--- src/verilog/scc_pkg.sv ---
// register map and constants of the sleep and alarm clamp control block
package scc_pkg;
    // ------------------------------------------------------------
    // register indices; byte address is four times the index
    // ------------------------------------------------------------
    localparam logic [7:0] SCC_IDX_SLEEP_ONE = 8'h18;
    localparam logic [7:0] SCC_IDX_SLEEP_TWO = 8'h19;
    localparam logic [7:0] SCC_IDX_ALARM_CLAMP = 8'h1a;
    localparam logic [7:0] SCC_IDX_ALARM_CFG = 8'h1b;
    localparam logic [7:0] SCC_IDX_AMP_ON = 8'h1c;
    localparam logic [7:0] SCC_IDX_CLAMP_CFG = 8'h1d;
    localparam int SCC_ADDR_W = 10;
    localparam int SCC_REG_W = 16;
    localparam int SCC_NTGT = 7;

    // ------------------------------------------------------------
    // reset values
    // ------------------------------------------------------------
    localparam logic [15:0] SCC_RST_SLEEP_ONE = 16'hff00;
    localparam logic [15:0] SCC_RST_SLEEP_TWO = 16'hff00;
    localparam logic [15:0] SCC_RST_ALARM_CLAMP = 16'h0000;
    localparam logic [15:0] SCC_RST_ALARM_CFG = 16'h0000;
    localparam logic [15:0] SCC_RST_AMP_ON = 16'h0000;
    localparam logic [15:0] SCC_RST_CLAMP_CFG = 16'h0000;

    // ------------------------------------------------------------
    // field positions
    // ------------------------------------------------------------
    localparam int SCC_EN_LSB = 0;
    localparam int SCC_HOLD_LSB = 8;
    localparam int SCC_TGT_AMP = 6;
    localparam int SCC_NCONV = 6;
    localparam int SCC_POL_BIT = 14;
    localparam int SCC_AMP_ON_BIT = 0;

    // ------------------------------------------------------------
    // bus answers
    // ------------------------------------------------------------
    localparam logic [1:0] SCC_RESP_OKAY = 2'h0;
    localparam logic [1:0] SCC_RESP_SLVERR = 2'h2;
endpackage

--- src/verilog/scc_hold_if.sv ---
// carrier between register logic and the per-target hold latch
`timescale 1ns/1ns
`default_nettype none
interface scc_hold_if;
    logic [6:0] sleep_in_one_req;
    logic [6:0] sleep_in_two_req;
    logic [6:0] alarm_req;
    logic [6:0] hold1;
    logic [6:0] hold2;
    logic [6:0] release_wr;
    logic [6:0] latched;
    modport ctrl (
        output sleep_in_one_req, sleep_in_two_req, alarm_req, hold1, hold2, release_wr,
        input latched
    );
    modport hold (
        input sleep_in_one_req, sleep_in_two_req, alarm_req, hold1, hold2, release_wr,
        output latched
    );
endinterface
`default_nettype wire

--- src/verilog/scc_hold_latch.sv ---
// sticky clamp latch for the six converters and the amplifier output
`timescale 1ns/1ns
`default_nettype none
module scc_hold_latch (
    input wire logic i_ref_clk,
    input wire logic i_sys_rst,
    scc_hold_if.hold hb
);
    import scc_pkg::*;

    logic [SCC_NTGT-1:0] latched_q;
    logic [SCC_NTGT-1:0] set_d;

    // ------------------------------------------------------------
    // set terms: snoozed sleep requests and every alarm request
    // ------------------------------------------------------------
    always_comb begin
        set_d = (hb.sleep_in_one_req & hb.hold1)
              | (hb.sleep_in_two_req & hb.hold2)
              | hb.alarm_req;
    end

    // a request in the cycle of the releasing write wins
    always_ff @(posedge i_ref_clk) begin
        if (i_sys_rst) begin
            latched_q <= '0;
        end else begin
            latched_q <= (latched_q & ~hb.release_wr) | set_d;
        end
    end

    assign hb.latched = latched_q;
endmodule
`default_nettype wire

--- src/verilog/scc_top.sv ---
// sleep and alarm clamp control with AXI4-Lite register access
// ------------------------------------------------------------
// ------------------------------------------------------------
//
// Decided for this implementation: the AXI4-Lite interface to the registers.
`timescale 1ns/1ns
`default_nettype none
module scc_top (
    input wire logic i_ref_clk,
    input wire logic i_sys_rst,
    input wire logic i_sleep_in_one,
    input wire logic i_sleep_in_two,
    input wire logic i_alarm_out_pin,
    output logic o_amp_enable_out,
    output logic [scc_pkg::SCC_NCONV-1:0] o_conv_clamp,
    input wire logic [scc_pkg::SCC_ADDR_W-1:0] i_awaddr,
    input wire logic i_awvalid,
    output logic o_awready,
    input wire logic [31:0] i_wdata,
    input wire logic [3:0] i_wstrb,
    input wire logic i_wvalid,
    output logic o_wready,
    output logic [1:0] o_bresp,
    output logic o_bvalid,
    input wire logic i_bready,
    input wire logic [scc_pkg::SCC_ADDR_W-1:0] i_araddr,
    input wire logic i_arvalid,
    output logic o_arready,
    output logic [31:0] o_rdata,
    output logic [1:0] o_rresp,
    output logic o_rvalid,
    input wire logic i_rready
);
    import scc_pkg::*;

    // ------------------------------------------------------------
    // helpers
    // ------------------------------------------------------------
    function automatic logic [15:0] merge(input logic [15:0] old,
                                          input logic [31:0] data,
                                          input logic [3:0] strb);
        logic [15:0] res;
        res = old;
        if (strb[0]) begin
            res[7:0] = data[7:0];
        end
        if (strb[1]) begin
            res[15:8] = data[15:8];
        end
        return res;
    endfunction

    function automatic logic mapped(input logic [7:0] idx);
        return idx >= SCC_IDX_SLEEP_ONE && idx <= SCC_IDX_CLAMP_CFG;
    endfunction

    // ------------------------------------------------------------
    // register storage
    // ------------------------------------------------------------
    logic [15:0] sleep_one_q;
    logic [15:0] sleep_two_config_q;
    logic [15:0] alarm_clamp_enable_q;
    logic [15:0] alarm_cfg_q;
    logic [15:0] amp_on_q;
    logic [15:0] clamp_cfg_q;

    logic aw_got_q;
    logic w_got_q;
    logic [7:0] aw_idx_q;
    logic [31:0] wdata_q;
    logic [3:0] wstrb_q;
    logic wr_fire;
    logic [7:0] ar_idx;
    logic [15:0] rd_val;

    assign wr_fire = aw_got_q && w_got_q && !o_bvalid;
    assign ar_idx = i_araddr[SCC_ADDR_W-1:2];

    // ------------------------------------------------------------
    // write channels, taken in either order
    // ------------------------------------------------------------
    always_ff @(posedge i_ref_clk) begin
        if (i_sys_rst) begin
            aw_got_q <= 1'b0;
            aw_idx_q <= 8'h00;
            o_awready <= 1'b0;
        end else begin
            o_awready <= !aw_got_q && !o_awready && !o_bvalid;
            if (o_awready && i_awvalid) begin
                aw_got_q <= 1'b1;
                aw_idx_q <= i_awaddr[SCC_ADDR_W-1:2];
                o_awready <= 1'b0;
            end else if (wr_fire) begin
                aw_got_q <= 1'b0;
            end
        end
    end

    always_ff @(posedge i_ref_clk) begin
        if (i_sys_rst) begin
            w_got_q <= 1'b0;
            wdata_q <= 32'h0000_0000;
            wstrb_q <= 4'h0;
            o_wready <= 1'b0;
        end else begin
            o_wready <= !w_got_q && !o_wready && !o_bvalid;
            if (o_wready && i_wvalid) begin
                w_got_q <= 1'b1;
                wdata_q <= i_wdata;
                wstrb_q <= i_wstrb;
                o_wready <= 1'b0;
            end else if (wr_fire) begin
                w_got_q <= 1'b0;
            end
        end
    end

    always_ff @(posedge i_ref_clk) begin
        if (i_sys_rst) begin
            o_bvalid <= 1'b0;
            o_bresp <= SCC_RESP_OKAY;
        end else if (wr_fire) begin
            o_bvalid <= 1'b1;
            o_bresp <= mapped(aw_idx_q) ? SCC_RESP_OKAY : SCC_RESP_SLVERR;
        end else if (o_bvalid && i_bready) begin
            o_bvalid <= 1'b0;
        end
    end

    // ------------------------------------------------------------
    // register writes
    // ------------------------------------------------------------
    always_ff @(posedge i_ref_clk) begin
        if (i_sys_rst) begin
            sleep_one_q <= SCC_RST_SLEEP_ONE;
            sleep_two_config_q <= SCC_RST_SLEEP_TWO;
            alarm_clamp_enable_q <= SCC_RST_ALARM_CLAMP;
            alarm_cfg_q <= SCC_RST_ALARM_CFG;
            amp_on_q <= SCC_RST_AMP_ON;
            clamp_cfg_q <= SCC_RST_CLAMP_CFG;
        end else if (wr_fire) begin
            unique case (aw_idx_q)
                SCC_IDX_SLEEP_ONE: begin
                    sleep_one_q <= merge(sleep_one_q, wdata_q, wstrb_q);
                end
                SCC_IDX_SLEEP_TWO: begin
                    sleep_two_config_q <=
                        merge(sleep_two_config_q, wdata_q, wstrb_q);
                end
                SCC_IDX_ALARM_CLAMP: begin
                    alarm_clamp_enable_q <=
                        merge(alarm_clamp_enable_q, wdata_q, wstrb_q);
                end
                SCC_IDX_ALARM_CFG: begin
                    alarm_cfg_q <= merge(alarm_cfg_q, wdata_q, wstrb_q);
                end
                SCC_IDX_AMP_ON: begin
                    amp_on_q <= merge(amp_on_q, wdata_q, wstrb_q);
                end
                SCC_IDX_CLAMP_CFG: begin
                    clamp_cfg_q <= merge(clamp_cfg_q, wdata_q, wstrb_q);
                end
                default: begin
                end
            endcase
        end
    end

    // ------------------------------------------------------------
    // read channel
    // ------------------------------------------------------------
    always_comb begin
        unique case (ar_idx)
            SCC_IDX_SLEEP_ONE: rd_val = sleep_one_q;
            SCC_IDX_SLEEP_TWO: rd_val = sleep_two_config_q;
            SCC_IDX_ALARM_CLAMP: rd_val = alarm_clamp_enable_q;
            SCC_IDX_ALARM_CFG: rd_val = alarm_cfg_q;
            SCC_IDX_AMP_ON: rd_val = amp_on_q;
            SCC_IDX_CLAMP_CFG: rd_val = clamp_cfg_q;
            default: rd_val = 16'h0000;
        endcase
    end

    always_ff @(posedge i_ref_clk) begin
        if (i_sys_rst) begin
            o_arready <= 1'b0;
            o_rvalid <= 1'b0;
            o_rdata <= 32'h0000_0000;
            o_rresp <= SCC_RESP_OKAY;
        end else begin
            o_arready <= !o_arready && !o_rvalid;
            if (o_arready && i_arvalid) begin
                o_arready <= 1'b0;
                o_rvalid <= 1'b1;
                o_rdata <= {16'h0000, rd_val};
                o_rresp <= mapped(ar_idx) ? SCC_RESP_OKAY : SCC_RESP_SLVERR;
            end else if (o_rvalid && i_rready) begin
                o_rvalid <= 1'b0;
            end
        end
    end

    // ------------------------------------------------------------
    // clamp requests per target
    // ------------------------------------------------------------
    scc_hold_if hb ();
    logic alarm_active;
    logic [SCC_NTGT-1:0] forced;
    logic [SCC_NTGT-1:0] wr_amp_mask;
    logic [SCC_NTGT-1:0] wr_clamp_mask;

    // polarity 0 means the pin is active low
    assign alarm_active = alarm_cfg_q[SCC_POL_BIT] ? i_alarm_out_pin
        : !i_alarm_out_pin;

    assign hb.sleep_in_one_req = {SCC_NTGT{i_sleep_in_one}}
                         & sleep_one_q[SCC_EN_LSB +: SCC_NTGT];
    assign hb.sleep_in_two_req = sleep_two_config_q[SCC_EN_LSB +: SCC_NTGT]
        & {SCC_NTGT{i_sleep_in_two}};
    assign hb.alarm_req = alarm_clamp_enable_q[SCC_EN_LSB +: SCC_NTGT]
        & {SCC_NTGT{alarm_active}};
    assign hb.hold1 = sleep_one_q[SCC_HOLD_LSB +: SCC_NTGT];
    assign hb.hold2 =
        sleep_two_config_q[SCC_HOLD_LSB +: SCC_NTGT];

    // amplifier released by its own register, converters by clamp config
    assign wr_amp_mask = (wr_fire && aw_idx_q == SCC_IDX_AMP_ON)
                       ? 7'h40 : 7'h00;
    assign wr_clamp_mask = (wr_fire && aw_idx_q == SCC_IDX_CLAMP_CFG)
                         ? 7'h3f : 7'h00;
    assign hb.release_wr = wr_amp_mask | wr_clamp_mask;

    scc_hold_latch u_hold (
        .i_ref_clk(i_ref_clk),
        .i_sys_rst(i_sys_rst),
        .hb(hb)
    );

    assign forced = hb.sleep_in_one_req | hb.sleep_in_two_req | hb.alarm_req
                  | hb.latched;

    // ------------------------------------------------------------
    // registered outputs
    // ------------------------------------------------------------
    always_ff @(posedge i_ref_clk) begin
        if (i_sys_rst) begin
            o_amp_enable_out <= 1'b0;
            o_conv_clamp <= '0;
        end else begin
            o_amp_enable_out <= amp_on_q[SCC_AMP_ON_BIT]
                              && !forced[SCC_TGT_AMP];
            o_conv_clamp <= clamp_cfg_q[SCC_NCONV-1:0]
                          | forced[SCC_NCONV-1:0];
        end
    end
endmodule
`default_nettype wire

--- config.mk ---
export PLATFORM = sky130hd
export DESIGN_NAME = scc_top
export DESIGN_NICKNAME = d
export VERILOG_FILES = /design/src/verilog/scc_pkg.sv /design/src/verilog/scc_hold_if.sv /design/src/verilog/scc_hold_latch.sv /design/src/verilog/scc_top.sv
export SDC_FILE = /design/constraint.sdc
export NUM_CORES = 1
export LEC_CHECK = 0
export ABC_CLOCK_PERIOD_IN_PS = 1600
export BUFFER_PORTS_ARGS = -buffer_cell sky130_fd_sc_hd__buf_2
export CAP_MARGIN = 20
export CORE_MARGIN = 1.5
export CORE_UTILIZATION = 50
export CTS_BUF_LIST = sky130_fd_sc_hd__clkbuf_8
export DETAILED_ROUTE_END_ITERATION = 8
export HOLD_SLACK_MARGIN = 0.12
export PLACE_DENSITY = 0.74
export SYNTH_ARGS = -nofsm -noshare
export SYNTH_HDL_FRONTEND = slang
export SYNTH_SLANG_ARGS = --single-unit
export TNS_END_PERCENT = 50
--- constraint.sdc ---
create_clock -name i_ref_clk -period 1.6 [get_ports i_ref_clk]
set_input_delay 0.16 -clock i_ref_clk [delete_from_list [all_inputs] [get_ports i_ref_clk]]
set_output_delay 0.16 -clock i_ref_clk [all_outputs]
set_load 0.01 [all_outputs]
-- Yosys cells after proc, flatten, opt, wreduce, memory -nomap -nowiden
Index checks and enable logic that the tools add are counted.
W data, S select, Z words.
- memories: 0
- logic and storage cells: 117
- output and inout port bits: 48
- bits in writable memories: 0
- bits in registers: 163
- latch bits: 0
- memory bits (read-only): 0
- input port bits: 66
- shift operators: 0
- multiplexer cells: 13
- magnitude comparators: 4
- add/subtract/negate cells: 0
- bitwise operators: 15
- $mul: 0
- equality and inequality tests: 12
- div/mod/pow operators: 0
- reductions and logical operators: 45
- operators by type and width (kind ; count):
    $eq A8 B5 Y1 const B ; 12
    $pmux W16 S6 ; 1
    $and A7 B7 Y7 ; 6
    $or A7 B7 Y7 ; 6
    $reduce_and A3 Y1 ; 12
    $logic_and A1 B1 Y1 ; 17
    $ge A8 B5 Y1 const B ; 2
    $le A8 B5 Y1 const B ; 2
    $logic_not A1 Y1 ; 9
    $mux W1 ; 8
    $reduce_bool A2 Y1 ; 4
    $mux W7 ; 1
    $not A7 Y7 ; 1
    $or A7 B6 Y7 ; 1
    $mux W6 ; 1
    $or A6 B6 Y6 ; 1
    $reduce_or A2 Y1 ; 3
    $mux W2 ; 2

-- Depth between registers and ports, before layout
- depth in word-level cells: 8
- mapped depth: 7
- mapped depth without buffers: 4

-- By module
From an unflattened synthesis, not the netlist that was laid out.
- cells, all modules: 759
- area, all modules: 7404.6 um2
- modules (own cells, without submodules) (module ; cells an instance ; area an instance (um2) ; instances):
    scc_top ; 724 ; 7063.0 ; 1
    scc_hold_latch ; 35 ; 341.6 ; 1

-- Least setup slack after synthesis
No wires, ideal clock.
- kind: register to register
- start point: reg o_bvalid
- end point: reg alarm_cfg_q[14]
- slack: 67 ps
- clock period less this slack: 1533 ps
- stages on the path, launching flop included: 7
- buffers on the path: 2
- setup time: 116 ps
- data arrival time: 1416 ps
- path through: dfxtp_1 nand3b_4 or4_4 buf_6 buf_12 nand3b_2 o21ai_2
- word-level cells in the longest chain between the ends: 3
- RTL lines (element ; line ; RTL):
    from (decl) ; scc_top.sv:24 ; output logic o_bvalid,
    from (signal assigned) ; scc_top.sv:120 ; o_bvalid <= 1'b0;
    from (signal assigned) ; scc_top.sv:123 ; o_bvalid <= 1'b1;
    from (signal assigned) ; scc_top.sv:126 ; o_bvalid <= 1'b0;
    $logic_not A1 Y1 ; scc_top.sv:76 ; assign wr_fire = aw_got_q && w_got_q && !o_bvalid;
    $logic_and A1 B1 Y1 ; scc_top.sv:76 ;
    $reduce_and A3 Y1 (no line) ; - ;
    to (signal assigned) ; scc_top.sv:155 ; alarm_cfg_q <= merge(alarm_cfg_q, wdata_q, wstrb_q);
    to (decl) ; scc_top.sv:63 ; logic [15:0] alarm_cfg_q;
Every way passes these cells.
A chain may end at the register's enable or synchronous reset.

-- Final worst setup path
- start point: reg aw_idx_q[5]
- end point: reg alarm_clamp_enable_q[11]
- word-level cells in the longest chain between the ends: 2
- RTL lines (element ; line ; RTL):
    from (decl) ; scc_top.sv:69 ; logic [7:0] aw_idx_q;
    from (signal assigned) ; scc_top.sv:91 ; aw_idx_q <= i_awaddr[SCC_ADDR_W-1:2];
    $eq A8 B5 Y1 ; scc_top.sv:142 ; unique case (aw_idx_q)
    $reduce_and A3 Y1 (no line) ; - ;
    to (signal assigned) ; scc_top.sv:151 ; alarm_clamp_enable_q <=
    to (decl) ; scc_top.sv:62 ; logic [15:0] alarm_clamp_enable_q;
Every way passes these cells.

==> out/qor.json <==
{
  "worst_setup_path_end_kind": {"value": "flip-flop"},
  "startpoint_type": {"value": "flip-flop"},
  "grt.met2_usage": {"value": 42.6, "unit": "%"},
  "global_route.peak_usage_layer": {"value": "met2"},
  "ys_seq_area_share": {"value": 43.1, "unit": "%"},
  "globalplace.congestion": {"value": 0.861},
  "cts.path.max_buffers": {"value": 2},
  "io_pins": {"value": 114},
  "worst-slew-pin-transition": {"value": 0.630, "unit": "ns"},
  "total_leakage_power": {"value": 3.93, "unit": "nW"},
  "diode_count": {"value": 0},
  "design.final.nets": {"value": 981},
  "h-tree-depth": {"value": 4},
  "cts_setup_buffers": {"value": 0},
  "rows": {"value": 44},
  "clock-sinks": {"value": 161},
  "synthDominantCellAreaShare": {"value": 43.1, "unit": "%"},
  "synthToLayoutAreaGrowth": {"value": 20.9, "unit": "%"},
  "core_region_area": {"value": 0.0146, "unit": "mm²"},
  "place_inst": {"value": 1041},
  "ys_warn_count": {"value": 0},
  "numCtsBuffers": {"value": 17},
  "reg2reg_setup_slack": {"value": -0.03, "unit": "ns"},
  "finalSetupViolations": {"value": 22},
  "post_layout_min_period": {"value": 1.63, "unit": "ns"},
  "post_synth_instance_area": {"value": 0.00747, "unit": "mm²"},
  "timing.setup.tns": {"value": -0.236, "unit": "ns"},
  "global_route_wire_length_before_repair": {"value": 32500, "unit": "µm"},
  "synth-async-reset-ratio": {"value": 0, "unit": "%"},
  "fin_cells": {"value": 1110},
  "synthTopCellsByArea": {"value": "dfxtp_1, mux2i_1, nand2b_1"},
  "portBuffers": {"value": 73},
  "cts_tree": {"value": "yes"},
  "grt_start_max_net_pins": {"value": 44},
  "criticalPathCategory": {"value": "reg -> reg"},
  "whs_endpoint": {"value": "o_arready"},
  "arrival": {"value": 2.02, "unit": "ns"},
  "power_density": {"value": 873, "unit": "mW/mm²"},
  "synth_cell_types": {"value": 60},
  "groute.usage.overall": {"value": 26.2, "unit": "%"},
  "rsz0062_at_grt": {"value": "true"},
  "initial_antenna_violation_count": {"value": 1},
  "die-width": {"value": 125, "unit": "µm"},
  "wirelength": {"value": 20100, "unit": "µm"},
  "relSlewSlack": {"value": 57.9, "unit": "%"},
  "final_max_slew_viol_count": {"value": 0},
  "fp.dieArea": {"value": 0.0157, "unit": "mm²"},
  "required": {"value": 1.99, "unit": "ns"},
  "achievable-frequency": {"value": 0.612, "unit": "GHz"},
  "reg2regPathDepth": {"value": 6},
  "routed-via-count": {"value": 6263},
  "ys.flop_type": {"value": "dfxtp_1"},
  "detailedRoute.firstPassIterationCount": {"value": 5},
  "failing_checks": {"value": "setup timing"},
  "half_perimeter_wire_length_after_detailed_placement": {"value": 13700, "unit": "µm"},
  "synthCells": {"value": 790},
  "run_status": {"value": "finished, violations left"},
  "syn_area_per_cell": {"value": 9.46, "unit": "µm²"},
  "avgViaCountPerCell": {"value": 5.64},
  "grt_pass1_vias": {"value": 6096},
  "finalWorstSetupSlack": {"value": -0.0348, "unit": "ns"},
  "clock_latency": {"value": 0.46, "unit": "ns"},
  "synth_enable_flop_cells": {"value": 0},
  "fin_worst_hold_slack": {"value": 0.159, "unit": "ns"},
  "report.final.hold_viol_count": {"value": 0},
  "root_buf_cell": {"value": "clkbuf_8"},
  "grt_use_met3": {"value": 5.22, "unit": "%"},
  "antenna_violating_nets_post_route": {"value": 0},
  "max_cap_violations": {"value": 0},
  "synth_area_leader_cell": {"value": "dfxtp_1"},
  "worst_hold_startpoint": {"value": "i_sys_rst"},
  "fraction_of_final_layout_cells_sized_beyond_drive_strength_1": {"value": 20.8, "unit": "%"},
  "path_clk_slew": {"value": 0.08, "unit": "ns"},
  "reg_to_reg_end": {"value": "alarm_clamp_enable_q[11]"},
  "cp_max_fo": {"value": 8},
  "r2r_start": {"value": "aw_idx_q[5]"},
  "grt.met1_usage": {"value": 34.2, "unit": "%"},
  "vdd_ir_drop_max": {"value": 886, "unit": "µV"},
  "timing.hold.worst.class": {"value": "in -> reg"},
  "totalPowerFinal": {"value": 0.00789, "unit": "W"},
  "wl_per_cell": {"value": 18.1, "unit": "µm"},
  "detail_route.drc_violations": {"value": 0},
  "fillerInstances": {"value": 1210},
  "period_share": {"value": 102, "unit": "%"},
  "clock_skew": {"value": 0.0137, "unit": "ns"},
  "initial_core_util": {"value": 51.2, "unit": "%"},
  "whs_path_depth": {"value": 2},
  "postSynthRegisterBits": {"value": 161},
  "global_route.overflow_total": {"value": 0},
  "drt_first_iter_violations": {"value": 606},
  "die_height": {"value": 125, "unit": "µm"}
}
==> timing repair <==
action                     CTS  global route
gates resized for setup      3             9
setup endpoints to repair   43            66
hold buffers                38             0
pin swaps                    1             8
hold endpoints to repair    31             0
cloned                       0             1
==> through the flow <==
stage               setup slack, ns  instance area (µm²)  util, %
global route                 -0.122                 9030     61.9
CTS                         -0.0541                 8990     61.6
global placement            -0.0697                 8190     56.1
floorplan                    0.0671                 7540        -
finish                      -0.0348                 9030     61.9
detailed placement          -0.0929                 8190     56.1
==> power by group <==
group | internal [W] | switching, W | total, W
logic | 0.000316 | 0.000410 | 0.000726
registers | 0.00407 | 0.0000591 | 0.00413
clock network | 0.00160 | 0.00143 | 0.00303
==> synthesized netlist by cell type, drive strengths merged, types with 13 or more instances <==
cell / number
clkbuf: 28
mux2i: 103
nor3: 13
buf: 44
nand2b: 91
a211oi: 13
nand3: 26
and3: 18
o21ai: 23
a21oi: 37
nor2: 41
dfxtp: 161
a31oi: 22
nand2: 66
==> cell usage in the layout (no fill, tap or decap), drive strengths merged, types with 6 or more instances in the layout <==
cell type    instances
o32ai                8
nor2b                6
o21ai               23
nor4                 6
conb                18
a211oi              13
a21o                 6
mux2                 6
dlygate4sd3         38
nand2b              91
mux2i              103
buf                122
a21oi               37
and2                10
nor2                41
dfxtp              161
and3                18
inv                 11
nand3               26
nor3                13
nand2               66
clkbuf              24
a31oi               22
nand3b              10
==> per-layer routing <==
layer,wire [µm],vias to the layer above
li1,-,3004
met1,8760,2978
met2,9510,234
met3,1210,45
met4,642,2
met5,12,-
==> sequential cells by signal, summed over array words and instances (netlist names), 2 cells and up <==
register              count
alarm_cfg_q              16
sleep_two_config_q       16
aw_idx_q                  8
amp_on_q                 16
wstrb_q                   2
sleep_one_q              16
clamp_cfg_q              16
wdata_q                  16
alarm_clamp_enable_q     16
o_conv_clamp              6
o_rdata                  16
u_hold.hb.latched         7
==> cell type report <==
type                    instances  area [µm²]  area share, %
clock buffers                  23         317           3.50
flip-flops and latches        161        3230           35.8
repair buffers                161        1240           13.7
multi-input cells             566        3910           43.2
well taps                     184         230           2.55
inverters                       8        30.0          0.332
clock inverters                 7        83.8          0.928
==> worst max path at each step <==
stage	startpoint	endpoint	cells after the start
4_1_cts	aw_idx_q[6]	alarm_clamp_enable_q[11]	6
3_5_place_dp	i_araddr[9]	o_rresp[1]	6
2_1_floorplan	o_bvalid	alarm_cfg_q[14]	6
3_3_place_gp	i_araddr[9]	o_rresp[1]	6
6_report	aw_idx_q[5]	alarm_clamp_enable_q[11]	6
5_1_grt	aw_idx_q[5]	alarm_clamp_enable_q[15]	6
==> critical path, cell delays in order (launching register included) <==
cell and delay (ns):
dfxtp_2 0.32, nand4bb_4 0.24, nor3_4 0.25, buf_12 0.17, and4b_1 0.24, buf_12 0.15, mux2i_1 0.19
==> cell families (layout without fill, tap and decap cells) <==
logic type / count (synthesis) / in the layout / share of synthesized area [%]
flops: 161 / 161 / 43.1
simple gates: 305 / 305 / 24.0
other cells: 1 / 18 / 0.0502
xor+xnor: 1 / 1 / 0.117
buf+inv: 80 / 199 / 5.76
mux: 112 / 112 / 15.6
compound gates: 130 / 130 / 11.4
(Power assumes the default switching activity.)
